## src/core/i2css_regs.svh

```systemverilog
// register offsets, bit positions, reset values and counts of the serial slave control block
`ifndef I2CSS_REGS_SVH
`define I2CSS_REGS_SVH

// register offsets on the plain register port
`define I2CSS_OFS_CTRL      8'h00
`define I2CSS_OFS_OWN_ADDR  8'h01
`define I2CSS_OFS_IRQ_STAT  8'h02
`define I2CSS_OFS_IRQ_MASK  8'h03

// bit positions inside the control/status byte
`define I2CSS_B_MATCH       6
`define I2CSS_B_BUSY        5
`define I2CSS_B_TXSEL       4
`define I2CSS_B_TX_ACK_VALUE        3
`define I2CSS_B_RW          2
`define I2CSS_B_WAKE        1

// own address field sits in bits 7..1
`define I2CSS_ADDR_HI       7
`define I2CSS_ADDR_LO       1

// event bits of the interrupt status and mask bytes
`define I2CSS_EV_START      0
`define I2CSS_EV_STOP       1
`define I2CSS_EV_MATCH      2
`define I2CSS_EV_NUM        3

// reset values
`define I2CSS_RST_BYTE      8'h00
`define I2CSS_RST_EV        3'h0
`define I2CSS_LINE_IDLE     1'b1

// bit counter values: index 7 is the eighth bit after a start
`define I2CSS_CNT_ZERO      4'h0
`define I2CSS_CNT_STEP      4'h1
`define I2CSS_CNT_LAST      4'h7

`endif

```

## src/core/i2css_pkg.sv

```systemverilog
// types shared by the serial slave control block
package i2css_pkg;

    // bus conditions seen on the two wires, one-cycle strobes
    typedef struct packed {
        logic start;
        logic stop;
        logic scl_rise;
        logic scl_fall;
    } i2css_cond_type;

    // software register access request
    typedef struct packed {
        logic [7:0] addr;
        logic [7:0] wdata;
        logic       wr;
        logic       rd;
    } i2css_bus_type;

    // frame tracking states
    typedef enum logic [2:0] {
        ST_IDLE,
        ST_ADDR,
        ST_ADDR_ACK,
        ST_DATA,
        ST_DATA_ACK,
        ST_SKIP
    } i2css_state_type;

endpackage

```

## src/core/i2css_cond_det.sv

```systemverilog
// start, stop and clock edge detector for the two-wire bus
`timescale 1ns/1ns
`include "i2css_regs.svh"

module i2css_cond_det (
    // clock, reset and enable
    input  wire logic                    clk,
    input  wire logic                    rst_n,
    input  wire logic                    ce,
    // bus lines, already synchronous
    input  wire logic                    scl_i,
    input  wire logic                    sda_i,
    // detected conditions
    output i2css_pkg::i2css_cond_type    cond
);

    logic scl_r;
    logic sda_r;
    logic scl_nxt;
    logic sda_nxt;

    // previous line levels, frozen while ce is low
    always_comb begin
        scl_nxt = scl_r;
        sda_nxt = sda_r;
        if (ce) begin
            scl_nxt = scl_i;
            sda_nxt = sda_i;
        end
    end

    // lines reset to released so an idle bus shows no false clock rise after reset
    always_ff @(posedge clk) begin
        if (!rst_n) begin
            scl_r <= `I2CSS_LINE_IDLE;
            sda_r <= `I2CSS_LINE_IDLE;
        end else begin
            scl_r <= scl_nxt;
            sda_r <= sda_nxt;
        end
    end

    // sda moving while scl stays high marks start or stop
    always_comb begin
        cond.start    = ce & scl_i & scl_r & sda_r & ~sda_i;
        cond.stop     = ce & scl_i & scl_r & ~sda_r & sda_i;
        cond.scl_rise = ce & scl_i & ~scl_r;
        cond.scl_fall = ce & ~scl_i & scl_r;
    end

    property p_start_shape;
        @(posedge clk) disable iff (!rst_n)
        // history is frozen while ce is low, so only judge after an enabled cycle
        (cond.start && $past(ce)) |-> ($past(sda_i) && !sda_i && scl_i && $past(scl_i));
    endproperty
    a_start_shape: assert property (p_start_shape) else $error("start without sda fall");

endmodule

```

## src/core/i2css_ctrl.sv

```systemverilog
// serial slave control/status: address match, busy, direction, ack, wake-up and interrupts
//
// Contract
// - match flag high on equal address, else low
// - busy flag cleared when stop detected
// - busy flag set when start detected
// - direction bit one transmits, zero receives
// - rw flag one means master reads
// - eighth bit after start stored as rw
// - seven address bits msb first compared
//
// Chosen here: the address map and the strobed register port.
`timescale 1ns/1ns
`include "i2css_regs.svh"

module i2css_ctrl (
    // clock, reset, enable
    input  wire logic        clk,
    input  wire logic        rst_n,
    input  wire logic        ce,
    // register port
    input  wire logic [7:0]  reg_addr,
    input  wire logic [7:0]  reg_wdata,
    input  wire logic        reg_wr,
    input  wire logic        reg_rd,
    output logic      [7:0]  reg_rdata,
    // two-wire bus, sda drives low only
    input  wire logic        scl_i,
    input  wire logic        sda_i,
    output logic             sda_o,
    output logic             sda_oe_n,
    // power and system
    input  wire logic        low_power_i,
    output logic             wakeup_o,
    output logic             tx_mode_o,
    output logic             irq
);

    ////////////////////////////////////////////////////////////////////////////////
    // helpers

    // 7-bit address compare, also used by the checks
    function automatic logic addr_hit(input logic [6:0] rx, input logic [7:0] own);
        addr_hit = (rx == own[`I2CSS_ADDR_HI:`I2CSS_ADDR_LO]);
    endfunction

    i2css_pkg::i2css_cond_type cond;
    i2css_pkg::i2css_bus_type  bus;

    assign bus.addr  = reg_addr;
    assign bus.wdata = reg_wdata;
    assign bus.wr    = reg_wr & ce;
    assign bus.rd    = reg_rd & ce;

    i2css_cond_det u_det (
        .clk   (clk),
        .rst_n (rst_n),
        .ce    (ce),
        .scl_i (scl_i),
        .sda_i (sda_i),
        .cond  (cond)
    );

    ////////////////////////////////////////////////////////////////////////////////
    // frame tracking

    i2css_pkg::i2css_state_type state_r;
    i2css_pkg::i2css_state_type state_nxt;
    logic [3:0]                 cnt_r;
    logic [3:0]                 cnt_nxt;
    logic [6:0]                 sh_r;
    logic [6:0]                 sh_nxt;
    logic                       ack_on_r;
    logic                       ack_on_nxt;
    logic                       drive_r;
    logic                       drive_nxt;
    logic                       last_bit;
    logic                       ev_match;

    logic [7:0]                 own_r;
    logic                       match_r;
    logic                       busy_r;
    logic                       txsel_r;
    logic                       tx_ack_value_r;
    logic                       rw_r;
    logic                       wake_r;

    assign last_bit = cond.scl_rise & (cnt_r == `I2CSS_CNT_LAST);
    assign ev_match = (state_r == i2css_pkg::ST_ADDR) & last_bit & addr_hit(sh_r, own_r);

    // start restarts from any state so repeated starts are caught too
    always_comb begin
        state_nxt  = state_r;
        cnt_nxt    = cnt_r;
        sh_nxt     = sh_r;
        ack_on_nxt = ack_on_r;
        drive_nxt  = drive_r;
        if (cond.start) begin
            state_nxt  = i2css_pkg::ST_ADDR;
            cnt_nxt    = `I2CSS_CNT_ZERO;
            ack_on_nxt = 1'b0;
            drive_nxt  = 1'b0;
        end else if (cond.stop) begin
            state_nxt  = i2css_pkg::ST_IDLE;
            ack_on_nxt = 1'b0;
            drive_nxt  = 1'b0;
        end else begin
            case (state_r)
                i2css_pkg::ST_ADDR: begin
                    if (cond.scl_rise) begin
                        if (last_bit) begin
                            state_nxt = i2css_pkg::ST_ADDR_ACK;
                            cnt_nxt   = `I2CSS_CNT_ZERO;
                        end else begin
                            sh_nxt  = {sh_r[5:0], sda_i};   // msb first
                            cnt_nxt = cnt_r + `I2CSS_CNT_STEP;
                        end
                    end
                end
                i2css_pkg::ST_ADDR_ACK: begin
                    // first fall opens the ninth clock, second fall ends it
                    if (cond.scl_fall) begin
                        if (!ack_on_r) begin
                            ack_on_nxt = 1'b1;
                            drive_nxt  = match_r;
                        end else begin
                            ack_on_nxt = 1'b0;
                            drive_nxt  = 1'b0;
                            state_nxt  = match_r ? i2css_pkg::ST_DATA : i2css_pkg::ST_SKIP;
                        end
                    end
                end
                i2css_pkg::ST_DATA: begin
                    if (cond.scl_rise) begin
                        if (last_bit) begin
                            state_nxt = i2css_pkg::ST_DATA_ACK;
                            cnt_nxt   = `I2CSS_CNT_ZERO;
                        end else begin
                            cnt_nxt = cnt_r + `I2CSS_CNT_STEP;
                        end
                    end
                end
                i2css_pkg::ST_DATA_ACK: begin
                    // receiver acks with the software ack value; transmitter leaves it to master
                    if (cond.scl_fall) begin
                        if (!ack_on_r) begin
                            ack_on_nxt = 1'b1;
                            drive_nxt  = ~txsel_r & ~tx_ack_value_r;
                        end else begin
                            ack_on_nxt = 1'b0;
                            drive_nxt  = 1'b0;
                            state_nxt  = i2css_pkg::ST_DATA;
                        end
                    end
                end
                default: begin
                    state_nxt = state_r;
                end
            endcase
        end
    end

    always_ff @(posedge clk) begin
        if (!rst_n) begin
            state_r  <= i2css_pkg::ST_IDLE;
            cnt_r    <= `I2CSS_CNT_ZERO;
            sh_r     <= 7'h00;
            ack_on_r <= 1'b0;
            drive_r  <= 1'b0;
        end else begin
            state_r  <= state_nxt;
            cnt_r    <= cnt_nxt;
            sh_r     <= sh_nxt;
            ack_on_r <= ack_on_nxt;
            drive_r  <= drive_nxt;
        end
    end

    ////////////////////////////////////////////////////////////////////////////////
    // control and status bits

    logic [7:0] own_nxt;
    logic       match_nxt;
    logic       busy_nxt;
    logic       txsel_nxt;
    logic       tx_ack_value_nxt;
    logic       rw_nxt;
    logic       wake_nxt;

    // flags follow the bus; writable bits follow software
    always_comb begin
        own_nxt   = own_r;
        match_nxt = match_r;
        busy_nxt  = busy_r;
        txsel_nxt = txsel_r;
        tx_ack_value_nxt  = tx_ack_value_r;
        rw_nxt    = rw_r;
        wake_nxt  = wake_r;
        if (cond.start) begin
            busy_nxt = 1'b1;
        end else if (cond.stop) begin
            busy_nxt = 1'b0;
        end
        if ((state_r == i2css_pkg::ST_ADDR) && last_bit) begin
            match_nxt = addr_hit(sh_r, own_r);
            rw_nxt    = sda_i;
        end
        if (bus.wr && (bus.addr == `I2CSS_OFS_CTRL)) begin
            txsel_nxt = bus.wdata[`I2CSS_B_TXSEL];
            tx_ack_value_nxt  = bus.wdata[`I2CSS_B_TX_ACK_VALUE];
            wake_nxt  = bus.wdata[`I2CSS_B_WAKE];
        end else if (bus.wr && (bus.addr == `I2CSS_OFS_OWN_ADDR)) begin
            own_nxt = bus.wdata;
        end
    end

    always_ff @(posedge clk) begin
        if (!rst_n) begin
            own_r   <= `I2CSS_RST_BYTE;
            match_r <= 1'b0;
            busy_r  <= 1'b0;
            txsel_r <= 1'b0;
            tx_ack_value_r  <= 1'b0;
            rw_r    <= 1'b0;
            wake_r  <= 1'b0;
        end else begin
            own_r   <= own_nxt;
            match_r <= match_nxt;
            busy_r  <= busy_nxt;
            txsel_r <= txsel_nxt;
            tx_ack_value_r  <= tx_ack_value_nxt;
            rw_r    <= rw_nxt;
            wake_r  <= wake_nxt;
        end
    end

    ////////////////////////////////////////////////////////////////////////////////
    // interrupts, wake-up and read port

    logic [`I2CSS_EV_NUM-1:0] ev;
    logic [`I2CSS_EV_NUM-1:0] stat_r;
    logic [`I2CSS_EV_NUM-1:0] stat_nxt;
    logic [`I2CSS_EV_NUM-1:0] mask_r;
    logic [`I2CSS_EV_NUM-1:0] mask_nxt;
    logic                     stat_clr;
    logic [7:0]               rdata_r;
    logic [7:0]               rdata_nxt;
    logic                     wake_o_r;
    logic                     wake_o_nxt;

    assign ev[`I2CSS_EV_START] = cond.start;
    assign ev[`I2CSS_EV_STOP]  = cond.stop;
    assign ev[`I2CSS_EV_MATCH] = ev_match;
    assign stat_clr            = bus.rd && (bus.addr == `I2CSS_OFS_IRQ_STAT);

    // read clears status, but an event in the same cycle wins so none is lost
    always_comb begin
        stat_nxt = stat_r;
        mask_nxt = mask_r;
        for (int i = 0; i < `I2CSS_EV_NUM; i++) begin
            stat_nxt[i] = ev[i] | (stat_r[i] & ~stat_clr);
        end
        if (bus.wr && (bus.addr == `I2CSS_OFS_IRQ_MASK)) begin
            mask_nxt = bus.wdata[`I2CSS_EV_NUM-1:0];
        end
    end

    // wake-up is a level held while low power lasts; it stays until software clears the enable
    always_comb begin
        wake_o_nxt = wake_o_r;
        if (!wake_r || !low_power_i) begin
            wake_o_nxt = 1'b0;
        end else if (ev_match) begin
            wake_o_nxt = 1'b1;
        end
    end

    // unmapped offsets read zero; transfer-done and receive-ack bits are not part of this block
    always_comb begin
        rdata_nxt = rdata_r;
        if (bus.rd) begin
            if (bus.addr == `I2CSS_OFS_CTRL) begin
                rdata_nxt = {1'b0, match_r, busy_r, txsel_r, tx_ack_value_r, rw_r, wake_r, 1'b0};
            end else if (bus.addr == `I2CSS_OFS_OWN_ADDR) begin
                rdata_nxt = own_r;
            end else if (bus.addr == `I2CSS_OFS_IRQ_STAT) begin
                rdata_nxt = {5'h00, stat_r};
            end else if (bus.addr == `I2CSS_OFS_IRQ_MASK) begin
                rdata_nxt = {5'h00, mask_r};
            end else begin
                rdata_nxt = `I2CSS_RST_BYTE;
            end
        end
    end

    always_ff @(posedge clk) begin
        if (!rst_n) begin
            stat_r   <= `I2CSS_RST_EV;
            mask_r   <= `I2CSS_RST_EV;
            rdata_r  <= `I2CSS_RST_BYTE;
            wake_o_r <= 1'b0;
        end else begin
            stat_r   <= stat_nxt;
            mask_r   <= mask_nxt;
            rdata_r  <= rdata_nxt;
            wake_o_r <= ce ? wake_o_nxt : wake_o_r;
        end
    end

    assign reg_rdata = rdata_r;
    assign irq       = |(stat_r & mask_r);
    assign wakeup_o  = wake_o_r;
    assign tx_mode_o = txsel_r;
    assign sda_o     = 1'b0;
    assign sda_oe_n  = ~drive_r;

    ////////////////////////////////////////////////////////////////////////////////
    // checks

    property p_match_set;
        @(posedge clk) disable iff (!rst_n)
        ((state_r == i2css_pkg::ST_ADDR) && last_bit && addr_hit(sh_r, own_r)) |=> match_r;
    endproperty
    a_match_set: assert property (p_match_set) else $error("match flag not set");

    property p_match_clr;
        @(posedge clk) disable iff (!rst_n)
        ((state_r == i2css_pkg::ST_ADDR) && last_bit && !addr_hit(sh_r, own_r)) |=> !match_r;
    endproperty
    a_match_clr: assert property (p_match_clr) else $error("match flag set on miss");

    property p_busy_clr;
        @(posedge clk) disable iff (!rst_n)
        cond.stop |=> (!busy_r && (state_r == i2css_pkg::ST_IDLE));
    endproperty
    a_busy_clr: assert property (p_busy_clr) else $error("busy not cleared by stop");

    property p_busy_set;
        @(posedge clk) disable iff (!rst_n)
        cond.start |=> (busy_r && (state_r == i2css_pkg::ST_ADDR)
            && (cnt_r == `I2CSS_CNT_ZERO));
    endproperty
    a_busy_set: assert property (p_busy_set) else $error("busy not set by start");

    property p_txsel;
        @(posedge clk) disable iff (!rst_n)
        (bus.wr && (bus.addr == `I2CSS_OFS_CTRL))
            |=> (tx_mode_o == $past(reg_wdata[`I2CSS_B_TXSEL]));
    endproperty
    a_txsel: assert property (p_txsel) else $error("direction select not taken");

    property p_rw;
        @(posedge clk) disable iff (!rst_n)
        ((state_r == i2css_pkg::ST_ADDR) && last_bit) |=> (rw_r == $past(sda_i));
    endproperty
    a_rw: assert property (p_rw) else $error("rw flag not eighth bit");

    property p_shift;
        @(posedge clk) disable iff (!rst_n)
        ((state_r == i2css_pkg::ST_ADDR) && cond.scl_rise && !last_bit && !cond.start)
            |=> ((sh_r[0] == $past(sda_i)) && (sh_r[6:1] == $past(sh_r[5:0])));
    endproperty
    a_shift: assert property (p_shift) else $error("address not shifted msb first");

    property p_wake;
        @(posedge clk) disable iff (!rst_n)
        (ev_match && wake_r && low_power_i) |=> wakeup_o;
    endproperty
    a_wake: assert property (p_wake) else $error("no wake-up on match");

    property p_no_wake;
        @(posedge clk) disable iff (!rst_n)
        (ce && !wake_r) |=> !wakeup_o;
    endproperty
    a_no_wake: assert property (p_no_wake) else $error("wake-up while disabled");

    property p_stat_clr;
        @(posedge clk) disable iff (!rst_n)
        // the read returns the bits it clears, and nothing is left behind
        (stat_clr && !(|ev)) |=> ((stat_r == `I2CSS_RST_EV)
            && (reg_rdata[`I2CSS_EV_NUM-1:0] == $past(stat_r)));
    endproperty
    a_stat_clr: assert property (p_stat_clr) else $error("status not cleared by read");

endmodule

```

## config.mk

```make
export PLATFORM = sky130hd
export DESIGN_NAME = i2css_ctrl
export DESIGN_NICKNAME = d
export VERILOG_FILES = /design/src/core/i2css_pkg.sv /design/src/core/i2css_cond_det.sv /design/src/core/i2css_ctrl.sv
export VERILOG_INCLUDE_DIRS = /design/src /design/src/core
export SDC_FILE = /design/constraint.sdc
export NUM_CORES = 1
export LEC_CHECK = 0
export BUFFER_PORTS_ARGS = -buffer_cell sky130_fd_sc_hd__buf_2
export CORE_UTILIZATION = 30
export DETAILED_ROUTE_END_ITERATION = 7
export RECOVER_POWER = 100
export SLEW_MARGIN = 0
export SYNTH_ARGS = -nofsm -noshare
export SYNTH_HDL_FRONTEND = slang
export SYNTH_SLANG_ARGS = --single-unit
```

## constraint.sdc

```tcl
create_clock -name clk -period 1.93 [get_ports clk]
set_clock_uncertainty 0.2 [all_clocks]
set_input_delay 0.386 -clock clk [delete_from_list [all_inputs] [get_ports clk]]
set_output_delay 0.386 -clock clk [all_outputs]
set_load 0.01 [all_outputs]
```

# Word-level counts from Yosys, hierarchy flattened
# Index checks and enable logic that the tools add are counted.
# Widths: inputs -> output; s select.
# op_classes
n_addsub,1
n_eq_ne,25
mux,27
bitwise_logic,35
reduce_logical,27
# ops
operator,n
$mux 3,11
$ne 4x4->1 const B,8
$and 1x1->1,18
$reduce_and 9->1,2
$eq 8x2->1 const B,2
$mux 8,2
$ne 2x2->1 const B,8
$not 1->1,13
$pmux 3 s4,1
$mux 1,11
$eq 8x1->1 const B,1
$logic_not 8->1,1
$eq 7x7->1,1
$eq 3x2->1 const B,2
$reduce_and 2->1,3
$reduce_and 3->1,2
$reduce_bool 2->1,3
$reduce_bool 6->1,1
$reduce_or 2->1,3
$reduce_or 3->1,2
$logic_and 1x1->1,5
$reduce_and 5->1,1
$add 4x1->4 const B,1
$eq 4x3->1 const B,1
9 further kinds,12
# totals
regBits,47
inputBits,24
output_inout_bits,13
wordCells,134

# Logic depth before layout (Yosys ltp)
# depth
depth_word,8
depth_mapped,6

# Cells and area by module
# From an unflattened synthesis, not the netlist that was laid out.
# hier_totals
hier_cells,230
area_unflattened_um2,2229.6
# modules_own_cells
mod,n_inst,cells_each,area_per_inst_um2,seq_area_each_um2
i2css_ctrl,1,218,2109.5,900.9
i2css_cond_det,1,12,120.1,40.0

# Worst setup path before layout
# Ideal clock, no wire load.
# synth_path
path_kind,in2reg
from,in ce
to,reg sh_r[1]
setup_ns,0.115
t_arrival_ns,1.544
t_required_ns,1.615
slack_ns,0.071
cell_stages,6
n_path_buf,2
cell_sequence,buf_6 and4bb_4 or4b_4 buf_6 nand3_2 o21ai_2
# synth_between
elab_chain_len,6
elab_cells_between_ends,12
cone_classes,bitwise: 11; reduce/logical: 1
# synth_lines
element,line_no,source
from (decl),i2css_ctrl.sv:20,"input wire logic ce,"
$and 1x1->1 *,"i2css_cond_det.sv:45, i2css_cond_det.sv:46, i2css_cond_det.sv:47",
$and 1x1->1,"i2css_cond_det.sv:45, i2css_cond_det.sv:46",
$and 1x1->1 (on tied branches) (2 in series),"i2css_cond_det.sv:45, i2css_cond_det.sv:46",
$not 1->1 (no source line),-,
$reduce_and 5->1 (no source line) *,-,
to (signal assigned),i2css_ctrl.sv:173,sh_r <= sh_nxt;
to (decl),i2css_ctrl.sv:71,logic [6:0] sh_r;
# Every way passes the cells marked *; elsewhere a longest branch is shown, timed or not.
# A chain may end at the register's enable or synchronous reset.

# Worst setup path after layout
# layout_path
from,reg cnt_r[0]
to,reg sh_r[6]
# layout_between
elab_chain_len,4
# layout_lines
element,line_no,source
from (decl),i2css_ctrl.sv:69,logic [3:0] cnt_r;
from (signal assigned),i2css_ctrl.sv:166,cnt_r <= `I2CSS_CNT_ZERO;
from (signal assigned),i2css_ctrl.sv:172,cnt_r <= cnt_nxt;
$eq 4x3->1 (no source line),-,
$and 1x1->1,i2css_ctrl.sv:88,assign last_bit = cond.scl_rise & (cnt_r == `I2CSS_CNT_LAST);
$not 1->1 (no source line),-,
$reduce_and 5->1 (no source line),-,
# Every way passes these cells.

==> metrics.csv <==
metric,value,unit
Critical Path AT,1.83,ns
DRC viols,0,
Inst Count DP,385,
Hold Buf Count CTS,0,
largest net degree at the start of global routing,45,
Ports,37,
post-place instance area,0.00257,mm2
Yosys top cell area share,42.3,%
first-pass GRT wire length,8820,um
Routed wire per std cell,13.1,um
ant diodes,0,
fin crit share,95.3,%
Final Non-Filler Cells,394,
# Max-Cap Violations,0,
total internal power,1.35,mW
peak fanout along the critical path,14,
sequential cell area fraction in the yosys report,42.3,%
outcome,finished clean,
row count,31,
Final Hold Violating Endpoints,0,
layout filler cell count,785,
antenna violations before repair,0,
sw frac,22.6,%
fraction of layout cells with a size suffix above 1,22.7,%
worst slack at placement,0.0125,ns
CTS Root Cell,clkbuf_8,
GR peak layer,met2,
Leak,1.06,nW
syn nets,276,
flop-to-flop setup slack,0.09,ns
hpwl dp,3880,um
required time worst endpoint,1.92,ns
post-synthesis async set-or-reset flop share,0,%
met2 Use GR,22.3,%
maximum VDD drop,0.234,mV
WL final,5150,um
Initial DRC Count,111,
GR Layer Usage met1,20.9,%
H-tree levels,2,
Clk pwr share,36.6,%
Logic pwr share,7.4,%
crit end category,flop,
nets@finish,319,
Post-synth EDFFs,0,
Rel. slew slack,66.4,%
CP Class,flop to flop,
synthesis-to-finish area growth,19.3,%
Worst Hold Class,input port to flop,
Die X,88.1,um
maximum achievable frequency,0.543,GHz
vias in the first global route,1808,
fin crit period,1.84,ns
initial core utilization,30.9,%
Finished Cell Area,0.00266,mm2
Mapped Cells,251,
critical path launch point type,flop,
Vias,1918,
Net Switching,0.395,mW
"Avg Cell Area, Syn",8.87,um2
predominant post-synthesis flop cell,dfxtp_1,
WHS,0.125,ns
clk_lat worst skew,0.29,ns
Mapped Area,0.00223,mm2
met3 Use GR,3.49,%
cell taking the most area after synthesis,dfxtp_1,
die area,0.00777,mm2
Die Y,88.1,um
CTS sink cnt,47,
Synthesis Warnings,0,
post-synthesis register bit count,47,
grt ovf,0,
All-Layer GR Usage,14.8,%
Vias/cell,4.87,
final setup vio count,0,
"CTS clk-pin slew, worst paths",0.08,ns
total CTS buffers,5,
Core ar.,0.00721,mm2
Antenna Violating Nets Remaining,0,
PnR worst setup slack,0.0899,ns
port buffer count,35,
total power,1.75,mW
power density over the cells,659,mW/mm2
First-pass DRT Iterations,4,
Placer Congestion,0.775,
CTS max path bufs,2,
post-synthesis cell type count,52,
worst-margin pin slew,0.500,ns
Final Max Slew Viols,0,
Reg power frac,56.0,%
synth top area cells,"dfxtp_1 42%, nand2_1 6.6%, mux2i_1 5.8%",
TritonCTS clock tree,built,
## synth_stat cells (all sizes together) (2+ instances only)
cell	instances
a21oi	6
a22oi	3
a2bb2o	2
and2	2
and3	3
and4bb	2
buf	7
clkbuf	8
dfxtp	47
inv	5
mux2	3
mux2i	13
nand2	40
nand3	28
nand4	3
nor2	14
nor3	3
nor4	2
o211a	2
o21ai	20
o31a	3
or3	4
or3b	2
xnor2	9
xor2	2
## worst paths after layout
kind | from | to | cells past startpoint
worst max-delay path | cnt_r[0] | sh_r[6] | 5
worst min-delay path | reg_wdata[5] | own_r[5] | 3
worst max register to register | cnt_r[0] | sh_r[6] | 5
worst min register to register | drive_r | drive_r | 2
## power groups by stage
stage | clock (mW) | combinational [mW] | sequential, mW
global placement | 0 | 0.130 | 1.00
floorplan | 0 | 0.0729 | 1.00
detailed placement | 0 | 0.132 | 1.00
CTS | 0.666 | 0.132 | 0.980
finish | 0.640 | 0.129 | 0.980
global route | 0.714 | 0.143 | 0.981
## routing by layer
layer | share of wire [%] | vias up
li1 | - | 973
met1 | 49 | 887
met2 | 45 | 50
met3 | 4.3 | 8
met4 | 1.7 | 0
met5 | 0 | -
## repair_timing
| item | 4_1_cts | 5_1_grt |
|---|---|---|
| buffers inserted | 0 | 1 |
| gates resized for setup | 0 | 2 |
| endpoints found under the setup margin | 0 | 7 |
## sequential cells by signal, indices dropped and copies added (netlist names)
register	cells
rw_r	1
u_det.scl_r	1
tx_ack_value_r	1
u_det.sda_r	1
wakeup_o	1
busy_r	1
drive_r	1
state_r	3
ack_on_r	1
stat_r	3
tx_mode_o	1
sh_r	7
match_r	1
wake_r	1
cnt_r	4
reg_rdata	8
own_r	8
mask_r	3
## metrics by stage
stage | TNS, ns | utilization [%]
3_5_place_dp | 0 | 35.7
4_1_cts | 0 | 37.0
5_1_grt | -0.0502 | 36.8
6_report | 0 | 36.8
2_1_floorplan | 0 | -
3_3_place_gp | 0 | 35.7
## layout make-up
type / instances / area [um2] / area share (%)
clock buffer: 8 / 100 / 3.77
sequential: 47 / 941 / 35.4
multi-input combinational: 184 / 1190 / 44.7
tap: 99 / 124 / 4.67
timing repair buffer: 51 / 284 / 10.7
inverter: 5 / 18.8 / 0.707
## cells by family (layout without fill, tap and decap cells)
logic type	after synthesis	in the layout	synth area share (%)
buf+inv	20	64	4.33
compound gates	46	46	15.1
simple gates	109	109	25.9
fa+ha+maj	1	1	0.562
mux	16	16	7.36
xor+xnor	11	11	4.33
flops	47	47	42.3
other cells	1	1	0.168
## worst max-delay path, cell delays in order, from the launching register on
cell and delay [ns]:
dfxtp_1 0.32, ha_2 0.20, and3b_1 0.19, or4b_4 0.62, nand3_1 0.15, o21ai_2 0.06
## cell usage in the layout, fill, tap and decap left out, types with 3 or more instances in the layout
master / n
a21oi_1: 6
a22oi_1: 3
buf_2: 21
buf_4: 13
clkbuf_1: 16
clkbuf_8: 7
dfxtp_1: 47
inv_1: 5
mux2_2: 3
mux2i_1: 13
nand2_1: 39
nand3_1: 25
nand3_2: 3
nand4_1: 3
nor2_1: 14
o21ai_0: 13
o21ai_2: 7
o31a_1: 3
or3_1: 4
xnor2_1: 9
No activity file was read; power rests on OpenSTA's default activity.
